<file path="src/srw_pkg.sv">
package srw_pkg;

    // ------------------------------------------------------------
    // register map (word aligned byte addresses)
    // ------------------------------------------------------------
    localparam logic [7:0] ADDR_CTRL     = 8'h00;
    localparam logic [7:0] ADDR_CFG      = 8'h04;
    localparam logic [7:0] ADDR_FS1      = 8'h08;
    localparam logic [7:0] ADDR_FS2      = 8'h0C;
    localparam logic [7:0] ADDR_INT_REF  = 8'h10;
    localparam logic [7:0] ADDR_DECEL    = 8'h14;
    localparam logic [7:0] ADDR_WIN_HI   = 8'h18;
    localparam logic [7:0] ADDR_WIN_LO   = 8'h1C;
    localparam logic [7:0] ADDR_AUX_VAL  = 8'h20;
    localparam logic [7:0] ADDR_STATUS   = 8'h24;
    localparam logic [7:0] ADDR_SPD_REF  = 8'h28;

    // ------------------------------------------------------------
    // drive control word fields
    // ------------------------------------------------------------
    localparam int CW_FULL_SCALE  = 0;
    localparam int CW_VIB_SUPP    = 1;
    localparam int CW_RESERVED    = 2;
    localparam int CW_HOLD        = 3;
    localparam int CW_LEFT_LIM    = 4;
    localparam int CW_RIGHT_LIM   = 5;
    localparam int CW_STOP        = 6;
    localparam int CW_WIN_ABS     = 7;
    localparam int CW_TRQ_LIM     = 8;
    localparam int CW_SW_EN       = 9;
    localparam int CW_AUX_SEL     = 11;
    localparam int CW_DIGITAL     = 12;
    localparam int CW_INT_FREQ    = 13;
    localparam logic [15:0] CW_RESET     = 16'h0200;
    localparam logic [15:0] CW_WR_MASK   = 16'h3BFF;

    // config register: aux torque/speed select
    localparam int CFG_AUX_TRQ    = 0;
    localparam logic [15:0] CFG_RESET    = 16'h0000;

    // status register fields
    localparam int ST_IN_SPEED    = 0;
    localparam int ST_CONV_EN     = 1;
    localparam int ST_RAMPING     = 2;

    // ------------------------------------------------------------
    // reset values and scaling
    // ------------------------------------------------------------
    localparam logic [15:0] FS1_RESET    = 16'h0000;
    localparam logic [15:0] FS2_RESET    = 16'h0000;
    localparam logic [15:0] ZERO16       = 16'h0000;
    localparam logic [15:0] TRQ_FULL     = 16'h7FFF;
    localparam int          SCALE_SHIFT  = 14;
    localparam int          AUX_LSB      = 8;

    // ------------------------------------------------------------
    // timing: ramp step period
    // ------------------------------------------------------------
    localparam int CLK_MHZ      = 50;
    localparam int RAMP_TICK_US = 1000;
    localparam int RAMP_TICK_CYCLES = RAMP_TICK_US * CLK_MHZ;

    // ------------------------------------------------------------
    // types
    // ------------------------------------------------------------
    typedef enum logic [1:0] {
        SRW_TRACK = 2'b00,
        SRW_RAMP  = 2'b01
    } srw_mode_t;

    typedef struct packed {
        logic signed [15:0] analogue_main;
        logic signed [15:0] reserved_ref;
        logic signed [15:0] frequency_reference;
        logic signed [15:0] motor_speed;
        logic signed [15:0] motor_torque;
        logic signed [15:0] aux_analogue_reading;
    } srw_meas_t;

    typedef struct packed {
        logic [7:0]  addr;
        logic [15:0] wdata;
        logic        wr;
        logic        rd;
    } srw_bus_t;

endpackage

</file>
<file path="src/srw_scale.sv">
`timescale 1ns/100ps
module srw_scale
    import srw_pkg::*;
(
    // operands
    input  wire logic signed [15:0] sample,
    input  wire logic        [15:0] gain,
    // result
    output logic signed [15:0]      scaled
);
    import srw_pkg::*;

    logic signed [32:0] prod;
    logic signed [32:0] shifted;

    // full-scale gain over 2^14 input counts, saturated to 16 bits
    always_comb begin
        prod    = 33'(sample) * $signed({17'h00000, gain});
        shifted = prod >>> SCALE_SHIFT;
        if (shifted > 33'sh0_0000_7FFF) begin
            scaled = 16'sh7FFF;
        end else if (shifted < -33'sh0_0000_8000) begin
            scaled = -16'sh8000;
        end else begin
            scaled = shifted[15:0];
        end
    end
endmodule

</file>
<file path="src/srw_ctrl.sv">
`timescale 1ns/100ps
module srw_ctrl
    import srw_pkg::*;
#(
    parameter int RAMP_TICKS = RAMP_TICK_CYCLES
)
(
    // clock and reset
    input  wire logic               clock,
    input  wire logic               sys_rst,
    // register port
    input  wire srw_pkg::srw_bus_t  bus,
    output logic [15:0]             rdata,
    // measured and external references
    input  wire srw_pkg::srw_meas_t meas,
    input  wire logic               hw_enable,
    input  wire logic               drive_ok,
    // drive outputs
    output logic signed [15:0]      speed_ref,
    output logic                    vib_suppress_en,
    output logic                    torque_limit_en,
    output logic [15:0]             torque_limit,
    output logic                    converter_enable,
    output logic [7:0]              aux_out,
    output logic                    in_speed_flag
);
    import srw_pkg::*;

    // ------------------------------------------------------------
    // state
    // ------------------------------------------------------------
    typedef struct packed {
        logic [15:0]        drive_control_word;
        logic [15:0]        cfg;
        logic [15:0]        first_full_scale;
        logic [15:0]        second_full_scale;
        logic signed [15:0] internal_reference;
        logic [15:0]        decel_ramp;
        logic signed [15:0] speed_window_upper;
        logic signed [15:0] speed_window_lower;
        logic signed [15:0] aux_output_value;
        logic signed [15:0] held;
        logic signed [15:0] ref_out;
        srw_mode_t          mode;
        logic [31:0]        tick_cnt;
        logic [15:0]        rdata;
        logic               vib;
        logic               trq_en;
        logic [15:0]        trq;
        logic               conv_en;
        logic [7:0]         aux;
        logic               in_speed;
    } srw_state_t;

    srw_state_t s;
    srw_state_t next_s;

    logic signed [15:0] analogue_scaled;
    logic [15:0]        full_scale;

    assign full_scale = s.drive_control_word[CW_FULL_SCALE] ?
                        s.second_full_scale : s.first_full_scale;

    srw_scale u_scale (
        .sample (meas.analogue_main),
        .gain   (full_scale),
        .scaled (analogue_scaled)
    );

    // ------------------------------------------------------------
    // next state
    // ------------------------------------------------------------
    logic signed [15:0] selected;
    logic signed [16:0] ref17;
    logic signed [16:0] step17;
    logic signed [16:0] diff17;
    logic signed [16:0] hi17;
    logic signed [16:0] lo17;
    logic               demand_neg;
    logic               ramp_req;
    logic               tick;
    logic [15:0]        cw;

    always_comb begin
        next_s     = s;
        cw         = s.drive_control_word;
        selected   = ZERO16;
        ref17      = {s.ref_out[15], s.ref_out};
        step17     = {1'b0, s.decel_ramp};
        diff17     = 17'sh00000;
        hi17       = {s.speed_window_upper[15], s.speed_window_upper};
        lo17       = {s.speed_window_lower[15], s.speed_window_lower};
        demand_neg = 1'b0;
        ramp_req   = 1'b0;
        tick       = (s.tick_cnt == 32'(RAMP_TICKS - 1));

        // register writes; unmapped and read-only addresses ignore writes
        if (bus.wr) begin
            case (bus.addr)
                ADDR_CTRL:    next_s.drive_control_word = bus.wdata & CW_WR_MASK;
                ADDR_CFG:     next_s.cfg                = bus.wdata;
                ADDR_FS1:     next_s.first_full_scale   = bus.wdata;
                ADDR_FS2:     next_s.second_full_scale  = bus.wdata;
                ADDR_INT_REF: next_s.internal_reference = bus.wdata;
                ADDR_DECEL:   next_s.decel_ramp         = bus.wdata;
                ADDR_WIN_HI:  next_s.speed_window_upper = bus.wdata;
                ADDR_WIN_LO:  next_s.speed_window_lower = bus.wdata;
                ADDR_AUX_VAL: next_s.aux_output_value   = bus.wdata;
                default:      next_s.cfg                = s.cfg;
            endcase
        end

        // register reads, answered in the next cycle only
        next_s.rdata = ZERO16;
        if (bus.rd) begin
            case (bus.addr)
                ADDR_CTRL:    next_s.rdata = s.drive_control_word;
                ADDR_CFG:     next_s.rdata = s.cfg;
                ADDR_FS1:     next_s.rdata = s.first_full_scale;
                ADDR_FS2:     next_s.rdata = s.second_full_scale;
                ADDR_INT_REF: next_s.rdata = s.internal_reference;
                ADDR_DECEL:   next_s.rdata = s.decel_ramp;
                ADDR_WIN_HI:  next_s.rdata = s.speed_window_upper;
                ADDR_WIN_LO:  next_s.rdata = s.speed_window_lower;
                ADDR_AUX_VAL: next_s.rdata = s.aux_output_value;
                ADDR_STATUS: begin
                    next_s.rdata[ST_IN_SPEED] = s.in_speed;
                    next_s.rdata[ST_CONV_EN]  = s.conv_en;
                    next_s.rdata[ST_RAMPING]  = (s.mode == SRW_RAMP);
                end
                ADDR_SPD_REF: next_s.rdata = s.ref_out;
                default:      next_s.rdata = ZERO16;
            endcase
        end

        // ramp step timer, free running
        next_s.tick_cnt = tick ? 32'h0000_0000 : s.tick_cnt + 32'h0000_0001;

        if (cw[CW_RESERVED]) begin
            selected = meas.reserved_ref;
        end else if (cw[CW_DIGITAL]) begin
            if (cw[CW_INT_FREQ]) begin
                selected = meas.frequency_reference;
            end else begin
                selected = s.internal_reference;
            end
        end else begin
            selected = analogue_scaled;
        end

        next_s.held = cw[CW_HOLD] ? s.held : selected;

        // both limit switches guard negative demand as specified
        demand_neg = s.held[15];
        ramp_req = cw[CW_STOP]
                 | (cw[CW_LEFT_LIM] & demand_neg)
                 | (cw[CW_RIGHT_LIM] & demand_neg);

        case (s.mode)
            SRW_TRACK: begin
                next_s.ref_out = s.held;
                if (ramp_req) begin
                    next_s.ref_out = s.ref_out;
                    next_s.mode    = SRW_RAMP;
                end
            end
            SRW_RAMP: begin
                if (!ramp_req) begin
                    next_s.mode    = SRW_TRACK;
                end else if (tick) begin
                    // step toward zero, never overshooting past it
                    if (ref17 > step17) begin
                        next_s.ref_out = 16'(ref17 - step17);
                    end else if (ref17 < -step17) begin
                        next_s.ref_out = 16'(ref17 + step17);
                    end else begin
                        next_s.ref_out = ZERO16;
                    end
                end
            end
            default: begin
                next_s.mode = SRW_TRACK;
            end
        endcase

        if (cw[CW_WIN_ABS]) begin
            diff17 = {meas.motor_speed[15], meas.motor_speed};
        end else begin
            diff17 = ref17 - {meas.motor_speed[15], meas.motor_speed};
        end
        next_s.in_speed = (diff17 < hi17) && (diff17 > lo17);

        next_s.vib = cw[CW_VIB_SUPP];

        next_s.trq_en = cw[CW_TRQ_LIM];
        next_s.trq    = cw[CW_TRQ_LIM] ? meas.aux_analogue_reading : TRQ_FULL;

        next_s.conv_en = cw[CW_SW_EN] & hw_enable & drive_ok;

        // aux output source; 8-bit output keeps the top byte
        if (cw[CW_AUX_SEL]) begin
            next_s.aux = s.aux_output_value[AUX_LSB +: 8];
        end else if (s.cfg[CFG_AUX_TRQ]) begin
            next_s.aux = meas.motor_torque[AUX_LSB +: 8];
        end else begin
            next_s.aux = meas.motor_speed[AUX_LSB +: 8];
        end
    end

    // ------------------------------------------------------------
    // registers
    // ------------------------------------------------------------
    always_ff @(posedge clock or posedge sys_rst) begin
        if (sys_rst) begin
            s                    <= '0;
            s.drive_control_word <= CW_RESET;
            s.cfg                <= CFG_RESET;
            s.first_full_scale   <= FS1_RESET;
            s.second_full_scale  <= FS2_RESET;
            s.trq                <= TRQ_FULL;
            s.mode               <= SRW_TRACK;
        end else begin
            s <= next_s;
        end
    end

    // ------------------------------------------------------------
    // outputs, all from flops
    // ------------------------------------------------------------
    assign rdata            = s.rdata;
    assign speed_ref        = s.ref_out;
    assign vib_suppress_en  = s.vib;
    assign torque_limit_en  = s.trq_en;
    assign torque_limit     = s.trq;
    assign converter_enable = s.conv_en;
    assign aux_out          = s.aux;
    assign in_speed_flag    = s.in_speed;

endmodule

</file>
<file path="config.mk">
export PLATFORM = sky130hd
export DESIGN_NAME = srw_ctrl
export DESIGN_NICKNAME = d
export VERILOG_FILES = /design/src/srw_pkg.sv /design/src/srw_scale.sv /design/src/srw_ctrl.sv
export SDC_FILE = /design/constraint.sdc
export NUM_CORES = 1
export LEC_CHECK = 0
export ABC_AREA = 1
export BUFFER_PORTS_ARGS = -buffer_cell sky130_fd_sc_hd__buf_4
export CORE_MARGIN = 2
export CORE_UTILIZATION = 40
export DETAILED_ROUTE_END_ITERATION = 12
export GPL_TIMING_DRIVEN = 0
export HOLD_SLACK_MARGIN = 0.02
export PLACE_DENSITY_LB_ADDON = 0.15
export SETUP_SLACK_MARGIN = 0.05
export SLEW_MARGIN = 10
export SYNTH_ARGS = -nofsm -noshare
export SYNTH_HDL_FRONTEND = slang
export SYNTH_SLANG_ARGS = --single-unit
</file>
<file path="constraint.sdc">
create_clock -name clock -period 8.6 [get_ports clock]
set_input_delay 0.86 -clock clock [delete_from_list [all_inputs] [get_ports clock]]
set_output_delay 0.86 -clock clock [all_outputs]
set_load 0.01 [all_outputs]
</file>
==> Yosys cells after proc, flatten, opt, wreduce, memory -nomap -nowiden <==
Index checks and enable logic that the tools add are counted.
{ "word_totals": {"inputBits": 126, "regBits": 251, "out_inout_bits": 60} }
{ "op_classes": {"bitwise_logic": 6, "order_cmp": 6, "n_addsub": 5, "n_reduce_logical": 15, "n_mux": 22, "mul": 1, "eq_ne": 17} }
{ "ops": {"columns": ["operator", "count"], "rows": [
  ["two-way mux 16 bit", 12],
  ["case mux 13 bit (10 select lines)", 1],
  ["multiplier 16 x 17 -> 33 bit", 1],
  ["case mux 3 bit (11 select lines)", 1],
  ["adder 32 x 1 -> 32 bit, second input constant", 1],
  ["equality test 32 x 16 -> 1 bit, second input constant", 1],
  ["equality test 8 x 5 -> 1 bit, second input constant", 4],
  ["two-way mux 32 bit", 1],
  ["case mux 16 bit (2 select lines)", 1],
  ["equality test 8 x 6 -> 1 bit, second input constant", 3],
  ["AND reduction 2 bit", 10],
  ["> comparator 19 x 16 -> 1 bit, second input constant", 1],
  ["< comparator 19 x 16 -> 1 bit, second input constant", 1],
  ["two-way mux 18 bit", 1],
  ["> comparator 16 x 17 -> 1 bit", 1],
  ["> comparator 17 x 16 -> 1 bit", 1],
  ["< comparator 16 x 17 -> 1 bit", 1],
  ["< comparator 17 x 16 -> 1 bit", 1],
  ["two-way mux 17 bit", 1],
  ["negator 16 -> 17 bit", 1],
  ["subtractor 16 x 16 -> 17 bit", 1],
  ["adder 16 bit", 1],
  ["equality test 8 x 4 -> 1 bit, second input constant", 2],
  ["two-way mux 8 bit", 2],
  ["13 further kinds", 21]
]} }

==> Logic depth before layout (Yosys ltp) <==
Gate-level depths: netlist (run 1).
{ "depth": {"word_depth": 7, "depth_mapped": 38, "ltp_nobuf": 36} }

==> Cells and area by module <==
Synthesis (run 1) repeated with hierarchy kept, for this count alone.
{ "hier_totals": {"hier_cells": 3664, "area_unflattened_um2": 26596.8} }
{ "by_module_without_submodules": {"columns": ["mod", "instances", "cells_per_inst", "area_per_inst_um2"], "rows": [
  ["srw_ctrl", 1, 2345, 17201.5],
  ["srw_scale", 1, 1319, 9395.3]
]} }

==> Worst setup path before layout (run 1) <==
OpenSTA, ideal clock, no wires.
{ "synth_timing": {"kind": "in2reg", "start": "input port meas[86] (netlist bit)", "end": "register s[100] (netlist bit)", "n_path_buf": 2, "arrival_ps": 6260, "path_slack_ps": 2224, "stages": 31, "required_time_ps": 8483, "cell_sequence": "inv_1 > clkbuf_1 > nor2_1 > fa_1 > inv_1 > fa_1 > inv_1 > fa_1 > fa_1 > fa_1 > inv_1 > fa_1 > inv_1 > ha_1 > a21oi_1 > nand2_1 > nand2_1 > nand2_1 > a21oi_1 > nand2_2 > nand2_2 > nand3_1 > nand2_2 > nand3b_1 > nand2_2 > buf_6 > nand2_1 > nand2_1 > nand2_1 > nand2_1 > nand2_1"} }
{ "synth_between": {"elab_chain_len": 6, "word_cells_on_any_way": 7, "cone_classes": "1 x mul; 2 x order compare; 4 x mux"} }
{ "synth_rtl": {"columns": ["element", "line", "text"], "rows": [
  ["from (decl)", "srw_ctrl.sv:15", "input wire srw_pkg::srw_meas_t meas,"],
  ["multiplier 16 x 17 -> 33 bit *", "srw_scale.sv:18", "prod = 33'(sample) * $signed({17'h00000, gain});"],
  ["< comparator 19 x 16 -> 1 bit", "srw_scale.sv:22", "end else if (shifted < -33'sh0_0000_8000) begin"],
  ["two-way mux 16 bit", "srw_scale.sv:22", null],
  ["two-way mux 16 bit *", "srw_scale.sv:20", "if (shifted > 33'sh0_0000_7FFF) begin"],
  ["two-way mux 16 bit *", "srw_ctrl.sv:141", "end else if (cw[CW_DIGITAL]) begin"],
  ["two-way mux 16 bit *", "srw_ctrl.sv:139", "if (cw[CW_RESERVED]) begin"],
  ["to (signal assigned)", "srw_ctrl.sv:223", "s <= next_s;"],
  ["to (decl)", "srw_ctrl.sv:55", "srw_state_t s;"]
]} }
Mark *: on every way between the ends. The rest lies on a longest branch, timed or not.
A chain may end at the register's enable or synchronous reset.

==> Worst setup path after layout (run 1) <==
{ "layout_timing": {"start": "register s, in the netlist cw[0]", "end": "register s[99] (netlist bit)"} }
{ "layout_between": {"elab_chain_len": 7, "word_cells_on_any_way": 8, "cone_classes": "1 x mul; 2 x order compare; 5 x mux"} }
{ "layout_rtl": {"columns": ["element", "line", "text"], "rows": [
  ["two-way mux 16 bit *", "srw_ctrl.sv:61", "assign full_scale = s.drive_control_word[CW_FULL_SCALE] ?"],
  ["multiplier 16 x 17 -> 33 bit *", "srw_scale.sv:18", null],
  ["< comparator 19 x 16 -> 1 bit", "srw_scale.sv:22", null],
  ["two-way mux 16 bit", "srw_scale.sv:22", null],
  ["two-way mux 16 bit *", "srw_scale.sv:20", null],
  ["two-way mux 16 bit *", "srw_ctrl.sv:141", null],
  ["two-way mux 16 bit *", "srw_ctrl.sv:139", null]
]} }
Marked as above.

==> run summary, run 1 <==
Status = finished, final reports clean
CP required = 9070 ps
Antenna Nets Post-Route = 0
RD Place Congestion = 0.941
Synth top area cells = dfrtp_1 (24%), fa_1 (16%), nand2_1 (12%)
GRT Max-Usage Layer = met2
Final Power = 6.91 mW
VDD IR max = 0.157 mV
CP Capture Type = register
Final Util = 0.463
Seq/Total Area, Yosys = 0.252
Drt drc = 0
Setup Crit Path Kind = reg -> reg
CTS Sinks = 250
Largest net degree at the start of global routing = 110
Final Critical Period = 8000 ps
DP Wirelength = 68500 um
Synthesis-stage register bit count = 250
Synthesized cell area = 24900 um2
Post-CTS setup buffer count = 0
Post-synth EDFFs = 0
Clock Latency Late Sink = 580 ps
Cells after DPL = 4325
Die Y = 253 um
Row Count = 91
Top FF cell, synth = dfrtp_1
Starting Density = 0.404
Peak fanout along the critical path = 10
Diodes inserted = 0
RSZ-0062 raised after global routing = false
Mapped Cells = 3310
Global Route met1 Usage = 0.361
Hold Buf Count CTS = 0
CTS root buf = clkbuf_16
Die area = 64200 um2
Worst path slowest cell = fa_1
GR Util met3 = 0.0308
Most frequent cells in the layout = nand2_1 (799), inv_1 (585), nor2_1 (294), o21ai_0 (234), dfrtp_1 (234)
Post-Syn Nets = 3850
Relative slew margins = 0.344
CTS Buffer Depth = 3
Footprint of the multi-input gates = 15500 um2
First-pass GRT wire length = 132000 um
Layout Area Growth over Synthesis = 14.7%
I/O Buffers = 176
Max frequency = 125 MHz
Fill cells = 6384
I/O pin cnt = 186
GR Overflow Total = 0
HP Class = in -> async
H-tree depth = 2
Fraction of registers with async set/reset = 1.00
Antenna violations before repair = 0
CP max stage delay = 590 ps
Design area = 28500 um2
Maxcap violations = 0
Avg Cell Area, Syn = 7.51 um2
M2 GR Usage = 0.456
Num CTS Buffers = 34
Area leader, netlist = dfrtp_1
Worst-Margin Slew = 977 ps
Share of layout cells above drive strength 1 = 0.101
WL/cell = 19.4 um
Vias/cell = 5.12
Reg area = 6280 um2
Via count = 22.4k
NumNets Final = 4064
Power density over cell area = 242 nW/um2
Die width = 253 um
Non-Filler Instances = 4386
Setup Skew = 40.5 ps
Most common cell after layout, fill and taps aside = nand2_1
Drt pass-1 iters = 5
DP Area = 27300 um2
Fin. max-slew vios = 0
DR iter-0 viols = 1656
Most used cell, CP = nand2_1
Setup_tns = 0 ps
Synth top area share = 0.235
Fin. Hold Viols = 0
Leakage = 14.7 nW
Netlist cell types = 53
Register clock-pin slew on the reported worst setup and hold paths = 70 ps
Final Cycle Share = 0.930
Final setup fails = 0
Synth warn = 0
CTS tree = yes
Crit start category = register
Core area = 61600 um2
Total wire length = 85200 um
CP arrival = 8470 ps
Number of global-route vias before repair = 22.6k
All-Layer GR Usage = 0.272
[what timing repair did]
action                                  CTS  global route
gates resized for setup                   0             1
endpoints found under the setup margin    0            10
endpoints found under the hold margin     0             0
[logic make-up (layout without fill, tap and decap cells)]
kind of cell | count (synthesis) | count (layout) | share of synthesized area
AO/OA/AOI/OAI | 524 | 524 | 0.120
XOR/XNOR | 71 | 71 | 0.0250
adder cells (fa/ha/maj) | 414 | 414 | 0.267
buffers and inverters | 755 | 994 | 0.124
flip-flops | 250 | 250 | 0.252
AND/OR/NAND/NOR | 1296 | 1296 | 0.211
[per-stage QoR]
step | hold WS (ps) | setup slack [ps]
floorplan | 352 | 895
global placement | 357 | -2540
detailed placement | 367 | 422
CTS | 293 | 348
global route | 318 | 126
finish | 292 | 603
[final timing paths]
check,from,to,slack [ps],depth (start not counted)
worst max register to register,cw[0],s[99],600,32
worst min-delay path,sys_rst,rdata[0],290,2
worst max-delay path,cw[0],s[99],600,32
max in group asynchronous,sys_rst,s[66],7370,3
min in group clock,cw[8],torque_limit_en,380,0
worst min register to register,cw[8],torque_limit_en,380,0
[cell type report]
type                            instances  area share
Tap cell                              837      0.0367
Inverter                              600      0.0792
Clock inverter                         19     0.00956
Buffer                                155      0.0292
Multi-Input combinational cell       2305       0.544
Clock buffer                           42      0.0330
Sequential cell                       250       0.220
Timing Repair Buffer                  178      0.0483
[report_power, final]
part	leakage, nW	switching, mW	internal (mW)
Combinational	10.8	2.47	1.39
Sequential	3.30	0.216	1.29
Clock	0.592	0.619	0.916
Total	14.7	3.31	3.60
[metal layers]
layer  part of all wire  up-vias
met4              0.038        0
met3              0.058      155
li1                   -    10800
met2               0.48      724
met5                  0        -
met1               0.43    10800
[flip-flops by register name, summed over array words and instances (netlist names)]
register and flops:
aux_out 8, converter_enable 1, cw 13, demand_neg 1
hi17 16, in_speed_flag 1, lo17 16, rdata 16
s 144, speed_ref 16, torque_limit 16, torque_limit_en 1
vib_suppress_en 1
[synthesized netlist by cell type, drive strengths merged, types with 9 or more instances]
cell type and count:
dfrtp 234, xnor2 18, clkbuf 82, o21bai 9, a221oi 30, nand2 812
nor4 15, o2111ai 10, or2 9, fa 196, a21o 10, o22ai 31
a21oi 150, a31oi 9, inv 588, clkinv 12, nand3 81, dfstp 16
o21ai 238, nor2 296, ha 218, o211ai 11, buf 73, nand4 28
nor3 47, xor2 53
[critical path, delay by kind of cell, from the launching register on]
kind	cells	cell delay, ps
AO/OA/AOI/OAI	4	880
AND/OR/NAND/NOR	14	1720
adder cells (fa/ha/maj)	7	3480
flip-flops	1	360
buffers and inverters	7	1420
No activity file was read; power rests on OpenSTA's default activity.
==> inputs of run 2 (changes only) <==
clock period = 9.5 ns   (was 8.6 ns; I/O delays follow)
==> run summary, run 2 (synthesis results as in run 1) <==
Post-CTS setup buffer count = 0 (unchanged)
Fin. Hold Viols = 0 (unchanged)
Total wire length = 85200 um (about the same)
Peak fanout along the critical path = 10 (unchanged)
Largest register FFs = 144 (unchanged)
Global Route met1 Usage = 0.361 (unchanged)
Final Cycle Share = 0.874 (-0.0563)
H-tree depth = 2 (unchanged)
Fill cells = 6384 (unchanged)
All-Layer GR Usage = 0.272 (unchanged)
Most common cell after layout, fill and taps aside = nand2_1
CP arrival = 8720 ps (+250 ps)
Row Count = 91 (unchanged)
Number of global-route vias before repair = 22.6k (unchanged)
Power density over cell area = 219 nW/um2 (-9.4%)
GRT Max-Usage Layer = met2
M2 GR Usage = 0.456 (unchanged)
Relative slew margins = 0.132 (-0.213)
R2r setup slk = 1200 ps (+600 ps)
RSZ-0062 raised after global routing = false
CTS root buf = clkbuf_16
R2r endpoint = s[99]
Dpl ws = 1320 ps (+900 ps)
R2R depth = 27 (-16%)
Fin. max-slew vios = 0 (unchanged)
CP max stage delay = 1050 ps (+460 ps)
Layout Area Growth over Synthesis = 14.7% (about the same)
Combinational fraction of design power = 0.560 (about the same)
Worst-Margin Slew = 1290 ps (+317 ps)
Hold WS = 378 ps (+86.8 ps)
Share of layout cells above drive strength 1 = 0.101 (-0.000282)
CTS tree = yes
Final Power = 6.26 mW (-9.4%)
Switching share of power = 0.479 (about the same)
Largest net degree at the start of global routing = 110 (unchanged)
Clock Latency Late Sink = 580 ps (about the same)
I/O pin cnt = 186 (unchanged)
Antenna violations before repair = 0 (unchanged)
HP Class = in -> async
Drt pass-1 iters = 5 (unchanged)
Crit start category = register
NumNets Final = 4064 (unchanged)
Worst r2r src = cw[0]
Largest reg by FF count = s
Die width = 253 um (unchanged)
Max frequency = 120 MHz (-3.6%)
GR Overflow Total = 0 (unchanged)
Status = finished, final reports clean
Setup Skew = 42.7 ps (+2.20 ps)
Maxcap violations = 0 (unchanged)
Final Util = 0.463 (about the same)
Number of buffer and inverter stages on the critical path = 6 (-1)
Final Critical Period = 8300 ps (+302 ps)
Switching pwr = 3.00 mW (-9.4%)
VDD IR max = 0.142 mV (-9.4%)
Internal = 3.26 mW (-9.5%)
Via count = 22.4k (+0.027%)
Hold Buf Count CTS = 0 (unchanged)
Diodes inserted = 0 (unchanged)
RD Place Congestion = 0.941 (unchanged)
Post-CTS sizing = 0 (unchanged)
Non-Filler Instances = 4386 (unchanged)
Final setup fails = 0 (unchanged)
CTS Buffer Depth = 3 (unchanged)
Vias/cell = 5.12 (about the same)
Die Y = 253 um (unchanged)
Leakage = 14.7 nW (about the same)
Worst path slowest cell = o21ai_1
CP Capture Type = register
DR iter-0 viols = 1656 (unchanged)
Antenna Nets Post-Route = 0 (unchanged)
First-pass GRT wire length = 132000 um (unchanged)
Drt drc = 0 (unchanged)
Starting Density = 0.404 (unchanged)
Setup Crit Path Kind = reg -> reg
Final worst slack = 1200 ps (+598 ps)
I/O Buffers = 176 (unchanged)
Cells after DPL = 4325 (unchanged)
WL/cell = 19.4 um (about the same)
Family with the most delay on the worst path = adder cells
Num CTS Buffers = 34 (unchanged)
Register clock-pin slew on the reported worst setup and hold paths = 70 ps (about the same)
Most frequent cells in the layout = nand2_1 (799), inv_1 (585), nor2_1 (294), o21ai_0 (234), dfrtp_1 (234)
Core area = 61600 um2 (unchanged)
Clk pwr share = 0.222 (about the same)
Flop pwr share = 0.218 (about the same)
Die area = 64200 um2 (unchanged)
GR Util met3 = 0.0308 (unchanged)
CP required = 9920 ps (+850 ps)
DP Wirelength = 68500 um (unchanged)
Most used cell, CP = nand2_1
CTS Sinks = 250 (unchanged)
[run 2: cell type report]
cell class / instances / area (um2) / area share
clock buffers: 42 / 941 / 0.0330
inverters: 600 / 2260 / 0.0792
clock inverters: 19 / 273 / 0.00956
repair buffers: 178 / 1380 / 0.0483
flip-flops and latches: 250 / 6280 / 0.220
multi-input cells: 2305 / 15500 / 0.544
plain buffers: 155 / 832 / 0.0292
well taps: 837 / 1050 / 0.0367
[run 2: metal layers]
layer  vias to the layer above  part of all wire
li1                      10800                 -
met1                     10800              0.43
met2                       731              0.48
met3                       152             0.056
met4                         0             0.037
met5                         -                 0
[run 2: per-stage QoR]
step	cell area (um2)	TNS, ps
after floorplan	24900	0
after global placement	27200	-390800
after detailed placement	27300	0
after CTS	28500	0
after global routing	28500	0
final	28500	0
[run 2: worst max-delay path by stage]
stage,end,cells after the start,from
2_1_floorplan,aux_out[0],1,sys_rst
6_report,s[99],27,cw[0]
5_1_grt,s[100],28,cw[0]
3_3_place_gp,s[66],2,sys_rst
4_1_cts,s[99],31,cw[0]
3_5_place_dp,s[99],31,cw[0]
[run 2: power by group through the flow]
stage                     Sequential [mW]  Clock (mW)  Combinational (mW)
after CTS                            1.36        1.41                3.48
final                                1.36        1.39                3.50
after global placement               1.38           0                3.45
after detailed placement             1.38           0                3.45
after floorplan                      1.27           0                2.43
after global routing                 1.38        1.45                3.98
